<file path="config.mk">
export PLATFORM = sky130hd
export DESIGN_NAME = ddac_core
export DESIGN_NICKNAME = d
export VERILOG_FILES = /design/src/verilog/ddac_pkg.sv /design/src/verilog/ddac_sync2.sv /design/src/verilog/ddac_core.sv
export SDC_FILE = /design/constraint.sdc
export NUM_CORES = 1
export LEC_CHECK = 0
export ABC_AREA = 1
export BUFFER_PORTS_ARGS = -buffer_cell sky130_fd_sc_hd__buf_2
export CAP_MARGIN = 30
export CORE_UTILIZATION = 55
export CTS_CLUSTER_DIAMETER = 40
export CTS_CLUSTER_SIZE = 8
export DETAILED_ROUTE_END_ITERATION = 8
export HOLD_SLACK_MARGIN = 0.15
export PLACE_DENSITY = 0.77
export SLEW_MARGIN = 20
export SYNTH_ARGS = -nofsm -noshare
export SYNTH_HDL_FRONTEND = slang
export SYNTH_SLANG_ARGS = --single-unit
</file>
<file path="constraint.sdc">
create_clock -name ref_clk_i -period 1.5 [get_ports ref_clk_i]
set_input_delay 0.075 -clock ref_clk_i [delete_from_list [all_inputs] [get_ports ref_clk_i]]
set_output_delay 0.075 -clock ref_clk_i [all_outputs]
set_load 0.05 [all_outputs]
</file>
<file path="src/verilog/ddac_pkg.sv">
// Package for the dual DAC serial load logic: frame layout, widths, reset values.
// Assumes a single 100 MHz system clock that samples the serial link pins.
package ddac_pkg;
    localparam int FRAME_BITS = 16;
    localparam int CNT_W = 5;
    localparam logic [CNT_W-1:0] CNT_FULL = 5'h10;
    localparam logic [CNT_W-1:0] CNT_ZERO = 5'h00;
    localparam int BIT_CHAN = 15;
    localparam int BIT_BUF = 14;
    localparam int BIT_PD_HI = 13;
    localparam int BIT_PD_LO = 12;
    localparam int DATA_MSB = 11;
    localparam int DATA_W = 12;
    localparam logic [DATA_W-1:0] DATA_RESET = 12'h000;
    localparam logic [1:0] PD_RESET = 2'h0;
    localparam logic BUF_RESET = 1'b0;
    localparam int NUM_CHAN = 2;
    // Link limit, for reference by the bench
    localparam int LINK_MAX_MHZ = 30;
    // Pin reset levels, in order sync, clock, data, load; sync, data and load reset high
    localparam int PIN_COUNT = 4;
    localparam logic [PIN_COUNT-1:0] PIN_INIT = 4'hB;

    typedef struct packed {
        logic buf_sel;
        logic pwrdn_mode_hi;
        logic pwrdn_mode_lo;
        logic [DATA_W-1:0] code;
    } ddac_chan_type;

    localparam ddac_chan_type CHAN_RESET = '{BUF_RESET, 1'b0, 1'b0, DATA_RESET};

    typedef enum logic [1:0] {
        ST_IDLE = 2'h0,
        ST_SHIFT = 2'h1,
        ST_DONE = 2'h3
    } ddac_state_type;
endpackage

</file>
<file path="src/verilog/ddac_sync2.sv">
// Two flip-flop synchroniser for a bundle of pin inputs.
// Assumes pins are asynchronous to clk_i; reset value given as a parameter.
`timescale 1ns/10ps
module ddac_sync2 #(
    parameter int WIDTH = 1,
    parameter logic [WIDTH-1:0] INIT = '0
) (
    input wire logic clk_i,
    input wire logic srst_i,
    input wire logic [WIDTH-1:0] d_i,
    output logic [WIDTH-1:0] q_o
);
    logic [WIDTH-1:0] meta;
    logic [WIDTH-1:0] next_meta;
    logic [WIDTH-1:0] next_q;

    always_comb begin
        next_meta = srst_i ? INIT : d_i;
        next_q = srst_i ? INIT : meta;
    end

    always_ff @(posedge clk_i) begin
        meta <= next_meta;
        q_o <= next_q;
    end
endmodule // ddac_sync2

</file>
<file path="src/verilog/ddac_core.sv">
// Serial front end of a dual DAC: frame shift, input and DAC registers, load strobe.
// Assumes link pins are asynchronous and slower than a quarter of ref_clk_i.
`timescale 1ns/10ps
// Behaviour
// - Load strobe low copies each input register into its DAC register.
// - One strobe pulse updates both DAC registers together.
// - Sync falling edge enables clock and data capture, arms shift register.
// - Sample data on each of the next sixteen serial clock falling edges.
// - Sync rising before sixteenth falling edge discards the partial frame.
// - Sixteen-bit input shift register captures on serial clock falling edges.
// - Serial clock capture disabled after each write until next sync fall.
// - Serial data capture disabled after each write until next sync fall.
// - Each channel keeps its own reference buffer select from its frame.
// - First bit is bit 15, selecting channel A (0) or B (1).
// - Frame holds four control bits then up to twelve data bits.
// - Reset clears input and DAC registers, unbuffered, normal operation.
module ddac_core
    import ddac_pkg::*;
#(
    parameter int RES_BITS = 12
) (
    input wire logic ref_clk_i,
    input wire logic srst_i,
    input wire logic sync_n_i,
    input wire logic sclk_i,
    input wire logic din_i,
    input wire logic load_outputs_n_i,
    output ddac_pkg::ddac_chan_type dac_a_o,
    output ddac_pkg::ddac_chan_type dac_b_o,
    output ddac_pkg::ddac_chan_type input_a_o,
    output ddac_pkg::ddac_chan_type input_b_o,
    output logic link_active_o,
    output logic frame_abort_o
);
    import ddac_pkg::*;

    // Elaboration checks: refuse settings the frame layout cannot carry
    if (RES_BITS != 8 && RES_BITS != 10 && RES_BITS != 12) begin : g_bad_res
        $error("RES_BITS must be 8, 10 or 12");
    end
    if (RES_BITS > DATA_W) begin : g_bad_width
        $error("RES_BITS wider than the code field");
    end
    if (RES_BITS > DATA_MSB + 1) begin : g_bad_fit
        $error("RES_BITS does not fit below the control bits");
    end
    if ((1 << CNT_W) <= FRAME_BITS) begin : g_bad_cnt
        $error("Bit counter too narrow for a whole frame");
    end
    if (int'(CNT_FULL) != FRAME_BITS) begin : g_bad_full
        $error("Full count differs from the frame length");
    end
    if (NUM_CHAN != 2) begin : g_bad_chan
        $error("Only two channel port pairs are wired");
    end

    logic [PIN_COUNT-1:0] pins_s;
    logic sync_n_s;
    logic sclk_s;
    logic din_s;
    logic load_n_s;
    logic sclk_d;
    logic sync_d;

    // Pins cross into ref_clk_i before any logic reads them
    ddac_sync2 #(
        .WIDTH(PIN_COUNT),
        .INIT(PIN_INIT)
    ) u_sync (
        .clk_i(ref_clk_i),
        .srst_i(srst_i),
        .d_i({sync_n_i, sclk_i, din_i, load_outputs_n_i}),
        .q_o(pins_s)
    );

    assign sync_n_s = pins_s[3];
    assign sclk_s = pins_s[2];
    assign din_s = pins_s[1];
    assign load_n_s = pins_s[0];

    ddac_state_type state;
    ddac_state_type next_state;
    logic [FRAME_BITS-1:0] shreg;
    logic [FRAME_BITS-1:0] next_shreg;
    logic [CNT_W-1:0] cnt;
    logic [CNT_W-1:0] next_cnt;
    logic next_sclk_d;
    logic next_sync_d;
    logic next_active;
    logic next_abort;
    logic commit;
    logic sclk_fall;
    logic sync_fall;
    logic sync_rise;
    ddac_chan_type frame_chan;
    ddac_chan_type in_reg [NUM_CHAN];
    ddac_chan_type next_in_reg [NUM_CHAN];
    ddac_chan_type dac_reg [NUM_CHAN];
    ddac_chan_type next_dac_reg [NUM_CHAN];

    // Edge detect on synchronised copies only; the first flop is never read
    // Pin to register update costs two to three clocks through the synchroniser
    assign sclk_fall = sclk_d & ~sclk_s;
    assign sync_fall = sync_d & ~sync_n_s;
    assign sync_rise = ~sync_d & sync_n_s;

    // Frame decode; data sits left aligned below the control bits
    always_comb begin
        frame_chan.buf_sel = shreg[BIT_BUF];
        frame_chan.pwrdn_mode_hi = shreg[BIT_PD_HI];
        frame_chan.pwrdn_mode_lo = shreg[BIT_PD_LO];
        frame_chan.code = DATA_RESET;
        frame_chan.code[RES_BITS-1:0] = shreg[DATA_MSB -: RES_BITS];
    end

    always_comb begin
        next_state = state;
        next_shreg = shreg;
        next_cnt = cnt;
        next_sclk_d = sclk_s;
        next_sync_d = sync_n_s;
        next_abort = 1'b0;
        commit = 1'b0;
        case (state)
            ST_IDLE: begin
                // Clock and data are ignored here, standing in for powered-down buffers
                if (sync_fall) begin
                    next_state = ST_SHIFT;
                    next_cnt = CNT_ZERO;
                    next_shreg = '0;
                end
            end
            ST_SHIFT: begin
                if (sync_rise) begin
                    next_state = ST_IDLE;
                    next_abort = 1'b1;
                end else if (sclk_fall) begin
                    next_shreg = {shreg[FRAME_BITS-2:0], din_s};
                    next_cnt = cnt + 5'h01;
                    if (cnt == CNT_FULL - 5'h01)
                        next_state = ST_DONE;
                end
            end
            ST_DONE: begin
                // Extra edges are ignored until sync rises
                if (sync_rise) begin
                    next_state = ST_IDLE;
                    commit = 1'b1;
                end
            end
            default: begin
                next_state = ST_IDLE;
            end
        endcase
        next_active = (next_state != ST_IDLE);
        if (srst_i) begin
            next_state = ST_IDLE;
            next_shreg = '0;
            next_cnt = CNT_ZERO;
            next_sclk_d = 1'b0;
            next_sync_d = 1'b1;
            next_active = 1'b0;
            next_abort = 1'b0;
        end
    end

    // State register only; every next value comes from the process above
    always_ff @(posedge ref_clk_i) begin
        state <= next_state;
        shreg <= next_shreg;
        cnt <= next_cnt;
        sclk_d <= next_sclk_d;
        sync_d <= next_sync_d;
        link_active_o <= next_active;
        frame_abort_o <= next_abort;
    end

    // Per channel input and DAC registers
    generate
        for (genvar ch = 0; ch < NUM_CHAN; ch++) begin : g_chan
            logic hit;
            assign hit = commit && (shreg[BIT_CHAN] == 1'(ch));
            always_comb begin
                next_in_reg[ch] = in_reg[ch];
                next_dac_reg[ch] = dac_reg[ch];
                if (hit)
                    next_in_reg[ch] = frame_chan;
                // Level sensitive: strobe held low makes new input data transparent
                if (!load_n_s)
                    next_dac_reg[ch] = next_in_reg[ch];
                // Reset last, so it wins over a commit or load in the same cycle
                if (srst_i) begin
                    next_in_reg[ch] = CHAN_RESET;
                    next_dac_reg[ch] = CHAN_RESET;
                end
            end
            always_ff @(posedge ref_clk_i) begin
                in_reg[ch] <= next_in_reg[ch];
                dac_reg[ch] <= next_dac_reg[ch];
            end
        end
    endgenerate

    // Ports mirror the registers one for one, straight from flops
    ddac_chan_type next_out [4];
    always_comb begin
        next_out[0] = next_dac_reg[0];
        next_out[1] = next_dac_reg[1];
        next_out[2] = next_in_reg[0];
        next_out[3] = next_in_reg[1];
    end

    always_ff @(posedge ref_clk_i) begin
        dac_a_o <= next_out[0];
        dac_b_o <= next_out[1];
        input_a_o <= next_out[2];
        input_b_o <= next_out[3];
    end
endmodule // ddac_core

</file>
==> results.json, run 1 <==
{
  "yosysMostFrequentCell": "nand2_1",
  "io_pins": 68,
  "via_per_inst": 4.94,
  "core_um2": 6460,
  "max_cap_viol_count": 0,
  "finalWorstSetupSlack_ns": 0.108,
  "synth_area_um2": 3750,
  "nNetsFinal": 589,
  "synth_top_area_frac": 0.507,
  "min_period_ns": 1.39,
  "async_flop_share": 0,
  "hold_start": "srst_i",
  "place_area_um2": 4130,
  "cts_buffers": 9,
  "h-tree-depth": 3,
  "die-height_um": 84.6,
  "rows": 29,
  "cp-start-kind": "flip-flop",
  "fin_skew_ns": 0.0124,
  "timing.final.crit_share": 0.928,
  "cp-end-kind": "flip-flop",
  "r2r-start": "state[1]$_SDFF_PP0_",
  "grt_pass1_vias": 2930,
  "route.detailed.drc": 12,
  "dr.pass1.iters": 6,
  "clockRootBuffer": "clkbuf_8",
  "slew_violations": 0,
  "holdPathEnd": "sclk_d$_SDFF_PP0_",
  "ff2ff_path_depth": 8,
  "synth.yosys.seq_area_share": 0.507,
  "tightest_slew_ns": 0.621,
  "die-area_um2": 7150,
  "status": "finished with violations",
  "initial_core_util": 0.581,
  "yosys_warnings": 0,
  "gp_congestion": 0.819,
  "holdPathStages": 3,
  "grt_pass1_wl_mm": 13.3,
  "routedWlPerCell_um": 11.8,
  "grt_antenna_before_repair": 0,
  "cp.arrival_ns": 1.64,
  "grt_use_total": 0.233,
  "vias": 3273,
  "synth_edf_count": 0,
  "clk_pin_slew_ns": 0.09,
  "drtIter0Drc": 169,
  "netlist_instances": 517,
  "grt_overflow": 0,
  "path_class": "reg -> reg",
  "cts_buffer_depth": 2,
  "setup_violations": 0,
  "worst-path-max-fanout": 10,
  "postCtsSetupBuffers": 0,
  "syn_nets": 525,
  "cts_tree": "yes",
  "detail-route-antenna-nets": 0,
  "dp_hpwl_mm": 5.08,
  "grt_max_degree": 76,
  "synth_ff_type": "dfxtp_1",
  "violations": "design-rule violations",
  "powerDensity_nw_per_um2": 1180,
  "crit-reg2reg-capture": "dac_reg[0][5]$_SDFFE_PP0N_",
  "synth.avg_cell_area_um2": 7.25,
  "ys_ff_latch": 95,
  "yosysUniqueCellTypes": 24,
  "drt_wl_total_mm": 7.83,
  "setup-tns-final_ns": 0,
  "clock_latency_ns": 0.35,
  "max_freq_ghz": 0.719,
  "area_delta_synth_final_pct": 16.6,
  "dp_slack_ns": 0.106,
  "clkSinkCount": 95,
  "peakVddDrop_uv": 621,
  "crit_required_ns": 1.75,
  "hold_viol_final": 0,
  "slew_headroom": 0.585,
  "io_buffers": 67,
  "ys_top_cells_by_area": "dfxtp_1 (51%), nand2_1 (15%), nor2_1 (10%)",
  "yosys-top-cells-count": "nand2_1 (149), nor2_1 (104), dfxtp_1 (95)",
  "drive_gt1_frac": 0.189,
  "rrSetupSlack_ns": 0.11,
  "total_leakage_power_nw": 2.14,
  "final_area_um2": 4370,
  "rsz0062_at_grt": "no",
  "chipWidth_um": 84.6,
  "num_antenna_cells": 0,
  "synth_top_area_cell": "dfxtp_1",
  "hold_path_class": "in -> reg"
}
## logic make-up (layout without fill, tap and decap cells)
group                      count (synthesis)  in the layout  synth area share
DFF                                       95             95             0.507
and+or+nand+nor                          311            311             0.351
adders and majority gates                  2              2           0.00667
AOI/OAI and AO/OA                         40             40            0.0541
buffers and inverters                     69            138            0.0811
## layout make-up
| cell class | instances | area (µm²) |
|---|---|---|
| Fill cell | 561 | 2090 |
| Sequential cell | 95 | 1900 |
| Multi-Input combinational cell | 353 | 1540 |
| Timing Repair Buffer | 77 | 458 |
| Inverter | 45 | 173 |
| Clock buffer | 12 | 145 |
| Tap cell | 77 | 96.3 |
| Clock inverter | 4 | 52.6 |
## report_power, final
group	total, mW	internal (mW)	switching [mW]
combinational	0.699	0.219	0.480
clock	1.67	0.825	0.849
sequential	2.78	2.65	0.125
total	5.15	3.69	1.45
## worst max-delay path by stage
stage	from	endpoint	slack (ns)	depth (start not counted)
2_1_floorplan	state[0]$_SDFF_PP0_	shreg[15]$_SDFFE_PP0P_	0.25	8
3_3_place_gp	state[0]$_SDFF_PP0_	dac_reg[0][0]$_SDFFE_PP0N_	0.14	8
3_5_place_dp	state[0]$_SDFF_PP0_	dac_reg[0][5]$_SDFFE_PP0N_	0.11	8
4_1_cts	state[0]$_SDFF_PP0_	cnt[2]$_SDFFE_PP0P_	0.06	7
5_1_grt	sync_d$_SDFF_PP1_	dac_reg[0][16]$_SDFFE_PP0N_	0.007	9
6_report	state[1]$_SDFF_PP0_	dac_reg[0][5]$_SDFFE_PP0N_	0.11	8
## worst max-delay path: stages (launching register included)
cell and delay (ns):
dfxtp_1 0.43, nand2_1 0.12, nor2_4 0.17, nand2_4 0.10
buf_4 0.19, nand2_1 0.09, nand3_1 0.08, nand2_1 0.07
inv_1 0.03
## what timing repair did
action	in CTS	in global routing
endpoints found under the hold margin	4	0
hold buffers	4	0
setup endpoints to repair	0	41
resized for setup	0	4
## per-stage QoR
stage / cells / util / hold slack (ns) / power, mW
floorplan: 517 / - / 0.179 / 3.36
global placement: 643 / 0.639 / 0.259 / 3.50
detailed placement: 643 / 0.639 / 0.259 / 3.52
CTS: 663 / 0.676 / 0.207 / 5.19
global route: 663 / 0.677 / 0.234 / 5.40
finish: 663 / 0.677 / 0.216 / 5.15
## cell usage in the layout (no fill, tap or decap), types with 2 or more instances in the layout
cell type / Yosys / layout
a21oi_1: 35 / 35
buf_12: 0 / 3
buf_2: 6 / 67
buf_4: 1 / 3
clkbuf_1: 13 / 2
clkbuf_8: 0 / 10
clkinv_2: 0 / 2
dfxtp_1: 95 / 94
dlygate4sd3_1: 0 / 4
ha_1: 2 / 2
inv_1: 41 / 41
nand2_1: 149 / 149
nand2_2: 7 / 7
nand2_4: 4 / 4
nand3_1: 33 / 33
nand4_1: 2 / 2
nor2_1: 104 / 104
nor2_4: 2 / 2
nor3b_1: 2 / 2
o21ai_0: 4 / 4
or2_2: 6 / 6
## routing by layer
metal	routed length [µm]	vias to the layer above	share of wire	global-route usage
met5	0	-	0	0
met4	93	0	0.012	0.0986
met3	288	7	0.037	0.0334
met2	3520	71	0.45	0.358
met1	3920	1478	0.50	0.327
li1	-	1717	-	-
Power figures use the tool's default switching activity.
==> run 2, diff against run 1 <==
--- a/config.mk
+++ b/config.mk
@@ -13,7 +13,7 @@
 export CTS_CLUSTER_SIZE = 8
 export DETAILED_ROUTE_END_ITERATION = 8
 export HOLD_SLACK_MARGIN = 0.15
-export PLACE_DENSITY = 0.77
+export PLACE_DENSITY = 0.81
 export SLEW_MARGIN = 20
 export SYNTH_ARGS = -nofsm -noshare
 export SYNTH_HDL_FRONTEND = slang
==> results.json, run 2 (synthesis results as in run 1) <==
{
  "status": "finished with violations",
  "violations": "design-rule violations",
  "grt_overflow": 0,
  "slowest_stage": "dfxtp_1",
  "routedWlPerCell_um": 12.2,
  "cts_buffers": 9,
  "grt_antenna_before_repair": 0,
  "rsz0062_at_grt": "no",
  "cp.arrival_ns": 1.66,
  "chipWidth_um": 84.6,
  "mostFrequentLayoutCells": "nand2_1 (149), nor2_1 (104), dfxtp_1 (93), buf_2 (67), inv_1 (41)",
  "critical-path-max-stage-delay_ns": 0.41,
  "cp-end-kind": "flip-flop",
  "clockRootBuffer": "clkbuf_8",
  "grt_pass1_vias": 3119,
  "h-tree-depth": 3,
  "core_um2": 6460,
  "fin_skew_ns": 0.00854,
  "r2r-start": "cnt[0]$_SDFFE_PP0P_",
  "worst-path-max-fanout": 5,
  "num_antenna_cells": 0,
  "vias": 3298,
  "route.detailed.drc": 12,
  "drt_wl_total_mm": 8.11,
  "clkPwrFrac": 0.352,
  "hold_viol_final": 0,
  "ff2ff_path_depth": 7,
  "cts_tree": "yes",
  "critPathLaunch": "cnt[0]$_SDFFE_PP0P_",
  "worstSetupPathDepth": 7,
  "setup-tns-final_ns": 0,
  "initial_core_util": 0.581,
  "power.share.sequential": 0.513,
  "drtIter0Drc": 194,
  "grt_max_degree": 76,
  "min_period_ns": 1.37,
  "clkSinkCount": 95,
  "grt_pass1_wl_mm": 14.2,
  "path_class": "reg -> reg",
  "dr.pass1.iters": 6,
  "critPathTopFamily": "adder cells",
  "rows": 29,
  "area_delta_synth_final_pct": 18.3,
  "utilization": 0.687,
  "io_pins": 68,
  "p_comb_frac": 0.134,
  "die-height_um": 84.6,
  "io_buffers": 67,
  "setup_violations": 0,
  "max_cap_viol_count": 0,
  "max_freq_ghz": 0.732,
  "internal_power_mw": 3.92,
  "crit_required_ns": 1.79,
  "crit_end": "cnt[4]$_SDFFE_PP0P_",
  "via_per_inst": 4.96,
  "dp_hpwl_mm": 5.24,
  "switching_power_mw": 1.49,
  "crit_chain": "ha_1 > nand2_1 > nor2_1 > ha_1 > nor2_1 > nand2_1 > a21oi_1",
  "clk_pin_slew_ns": 0.08,
  "detail-route-antenna-nets": 0,
  "gp_congestion": 0.795,
  "die-area_um2": 7150,
  "crit-reg2reg-capture": "cnt[4]$_SDFFE_PP0P_",
  "cts_buffer_depth": 2,
  "rrSetupSlack_ns": 0.13,
  "peakVddDrop_uv": 608,
  "drive_gt1_frac": 0.197,
  "grt_use_total": 0.250,
  "layout_commonest_cell": "nand2_1",
  "power.share.switching": 0.275,
  "cp-start-kind": "flip-flop",
  "total_leakage_power_nw": 2.18,
  "clock_latency_ns": 0.36,
  "hold_path_class": "in -> reg",
  "slew_headroom": 0.576,
  "powerDensity_nw_per_um2": 1220,
  "tightest_slew_ns": 0.635,
  "path_buf_inv": 0,
  "nNetsFinal": 591,
  "slew_violations": 0,
  "timing.final.crit_share": 0.911
}
## run 2: metal layers
metal	up-vias	track usage	part of all wire
li1	1718	-	-
met1	1472	0.326	0.45
met2	97	0.410	0.48
met3	11	0.0354	0.051
met4	0	0.116	0.018
met5	-	0	0
## run 2: worst min-delay path by stage
| stage | from | to | cells after the start |
|---|---|---|---|
| after floorplan | load_outputs_n_i | u_sync.meta[0]$_SDFF_PP1_ | 1 |
| after global placement | sync_n_i | u_sync.meta[3]$_SDFF_PP1_ | 2 |
| after detailed placement | load_outputs_n_i | u_sync.meta[0]$_SDFF_PP1_ | 2 |
| after CTS | srst_i | u_sync.q_o[2]$_SDFF_PP0_ | 3 |
| after global routing | srst_i | in_reg[0][17]$_SDFF_PP0_ | 3 |
| final | srst_i | sclk_d$_SDFF_PP0_ | 3 |
## run 2: layout make-up
| class | count | area, µm² |
|---|---|---|
| clock inverters | 5 | 78.8 |
| flip-flops and latches | 95 | 1900 |
| well taps | 77 | 96.3 |
| fillers | 558 | 2020 |
| clock buffers | 11 | 151 |
| repair buffers | 79 | 485 |
| multi-input cells | 353 | 1540 |
| inverters | 45 | 174 |
## run 2: worst register-to-register path: cells and delay by family, from the launching register on
| kind | cells | cell delay, ns |
|---|---|---|
| fa+ha+maj | 2 | 0.43 |
| compound gates | 1 | 0.12 |
| simple gates | 4 | 0.34 |
| flops | 1 | 0.41 |
## run 2: stage by stage
| step | instances | hold slack (ns) | power, mW | worst slack, ns | instance area (µm²) |
|---|---|---|---|---|---|
| floorplan | 517 | 0.179 | 3.36 | 0.249 | 3750 |
| CTS | 665 | 0.198 | 5.42 | 0.0568 | 4430 |
| global route | 665 | 0.226 | 5.64 | 0.0103 | 4430 |
| global placement | 645 | 0.263 | 3.52 | 0.153 | 4160 |
| detailed placement | 645 | 0.265 | 3.54 | 0.0822 | 4160 |
| finish | 665 | 0.207 | 5.40 | 0.134 | 4430 |
## run 2: power by group through the flow
stage	combinational, mW	clock (mW)	sequential (mW)
detailed placement	0.712	0	2.83
global placement	0.693	0	2.83
global route	0.817	2.03	2.79
finish	0.726	1.90	2.77
floorplan	0.411	0	2.95
CTS	0.727	1.92	2.77
## run 2: timing repair
| action | in CTS | in global routing |
|---|---|---|
| endpoints found under the setup margin | 0 | 49 |
| hold endpoints to repair | 4 | 0 |
| gates resized for setup | 0 | 6 |
| hold buffers | 4 | 0 |
| buffers inserted | 0 | 0 |
==> run 3, diff against run 2 <==
--- a/config.mk
+++ b/config.mk
@@ -14,6 +14,7 @@
 export DETAILED_ROUTE_END_ITERATION = 8
 export HOLD_SLACK_MARGIN = 0.15
 export PLACE_DENSITY = 0.81
+export RECOVER_POWER = 100
 export SLEW_MARGIN = 20
 export SYNTH_ARGS = -nofsm -noshare
 export SYNTH_HDL_FRONTEND = slang
==> results.json, run 3 (synthesis results as in run 1) <==
{
  "status": "finished with violations",
  "violations": "design-rule violations",
  "clkSinkCount": 95,
  "fin_skew_ns": 0.00920,
  "num_antenna_cells": 0,
  "powerDensity_nw_per_um2": 1240,
  "route.detailed.drc": 12,
  "crit-reg2reg-capture": "cnt[4]$_SDFFE_PP0P_",
  "drive_gt1_frac": 0.0867,
  "critPathLaunch": "cnt[0]$_SDFFE_PP0P_",
  "crit_required_ns": 1.79,
  "die-area_um2": 7150,
  "rows": 29,
  "clockRootBuffer": "clkbuf_8",
  "area_delta_synth_final_pct": 15.4,
  "cp-end-kind": "flip-flop",
  "hold_path_class": "in -> reg",
  "via_per_inst": 4.96,
  "multiInputGateArea_um2": 1530,
  "timing.final.crit_share": 0.911,
  "grt_max_degree": 76,
  "clk_pin_slew_ns": 0.08,
  "grt_pass1_wl_mm": 14.2,
  "place_area_um2": 4160,
  "layout_commonest_cell": "nand2_1",
  "worst-path-max-fanout": 5,
  "drt_wl_total_mm": 8.16,
  "hold_start": "srst_i",
  "path_class": "reg -> reg",
  "gp_congestion": 0.795,
  "h-tree-depth": 3,
  "critical-path-max-stage-delay_ns": 0.40,
  "routedWlPerCell_um": 12.3,
  "holdPathEnd": "sclk_d$_SDFF_PP0_",
  "crit_chain": "ha_1 > nand2_1 > nor2_1 > ha_1 > nor2_1 > nand2_1 > a21oi_1",
  "core_um2": 6460,
  "dr.pass1.iters": 6,
  "slew_violations": 0,
  "slew_headroom": 0.567,
  "cts_tree": "yes",
  "ff2ff_path_depth": 7,
  "peakVddDrop_uv": 607,
  "max_freq_ghz": 0.731,
  "max_cap_viol_count": 0,
  "mostFrequentLayoutCells": "nand2_1 (150), nor2_1 (104), dfxtp_1 (93), clkbuf_1 (63), inv_1 (42)",
  "hold_viol_final": 0,
  "cp.arrival_ns": 1.66,
  "rrSetupSlack_ns": 0.13,
  "drtIter0Drc": 191,
  "chipWidth_um": 84.6,
  "initial_core_util": 0.581,
  "grt_pass1_vias": 3119,
  "fillers": 595,
  "slowest_stage": "dfxtp_1",
  "rsz0062_at_grt": "no",
  "grt_use_total": 0.250,
  "cts_buffer_depth": 2,
  "clock_latency_ns": 0.36,
  "tightest_slew_ns": 0.649,
  "dp_hpwl_mm": 5.24,
  "setup-tns-final_ns": 0,
  "io_pins": 68,
  "vias": 3299,
  "grt_antenna_before_repair": 0,
  "min_period_ns": 1.37,
  "io_buffers": 67,
  "total_leakage_power_nw": 1.89,
  "final_area_um2": 4330,
  "cts_buffers": 9,
  "detail-route-antenna-nets": 0,
  "setup_violations": 0,
  "final-seq-area_um2": 1900,
  "grt_overflow": 0,
  "die-height_um": 84.6,
  "postCtsSetupBuffers": 0,
  "r2r-start": "cnt[0]$_SDFFE_PP0P_",
  "cp-start-kind": "flip-flop",
  "nNetsFinal": 591,
  "holdPathStages": 3
}
## run 3: cell type report
| cell class | count | area share |
|---|---|---|
| Sequential cell | 95 | 0.440 |
| Inverter | 45 | 0.0402 |
| Timing Repair Buffer | 79 | 0.0919 |
| Clock inverter | 5 | 0.0182 |
| Clock buffer | 11 | 0.0350 |
| Tap cell | 77 | 0.0223 |
| Multi-Input combinational cell | 353 | 0.353 |
## run 3: worst max path at each step
stage | endpoint | slack, ns | cells after the start
3_3_place_gp | dac_reg[0][27]$_SDFFE_PP0N_ | 0.15 | 8
2_1_floorplan | shreg[15]$_SDFFE_PP0P_ | 0.25 | 8
5_1_grt | dac_reg[0][8]$_SDFFE_PP0N_ | 0.005 | 9
4_1_cts | dac_reg[0][14]$_SDFFE_PP0N_ | 0.06 | 8
3_5_place_dp | dac_reg[0][11]$_SDFFE_PP0N_ | 0.08 | 8
6_report | cnt[4]$_SDFFE_PP0P_ | 0.13 | 7
## run 3: power breakdown
part	switching (mW)	internal (mW)	leakage, nW
Sequential	0.121	2.65	0.775
Clock	0.875	1.03	0.120
Combinational	0.486	0.214	0.995
## run 3: critical path: cells and delay by family, from the launching register on
family                   cells  cell delay (ns)
flip-flops                   1             0.40
AO/OA/AOI/OAI                1             0.12
AND/OR/NAND/NOR              4             0.34
adder cells (fa/ha/maj)      2             0.43
## run 3: timing repair
action	CTS	global route
gates resized for setup	0	6
hold buffers	4	0
endpoints found under the setup margin	0	49
endpoints found under the hold margin	4	0
## run 3: layer usage
metal / vias to the layer above / track usage / wire (µm)
met5: - / 0 / 0
li1: 1722 / - / -
met4: 0 / 0.116 / 147
met3: 11 / 0.0354 / 364
met1: 1482 / 0.326 / 3760
met2: 84 / 0.410 / 3900
## run 3: per-stage QoR
stage | utilization | std cells | hold slack (ns) | setup WS [ns] | power, mW
3_3_place_gp | 0.644 | 645 | 0.263 | 0.153 | 3.52
2_1_floorplan | - | 517 | 0.179 | 0.249 | 3.36
3_5_place_dp | 0.644 | 645 | 0.265 | 0.0822 | 3.54
6_report | 0.670 | 665 | 0.208 | 0.133 | 5.38
5_1_grt | 0.670 | 665 | 0.236 | 0.00523 | 5.61
4_1_cts | 0.685 | 665 | 0.198 | 0.0568 | 5.42
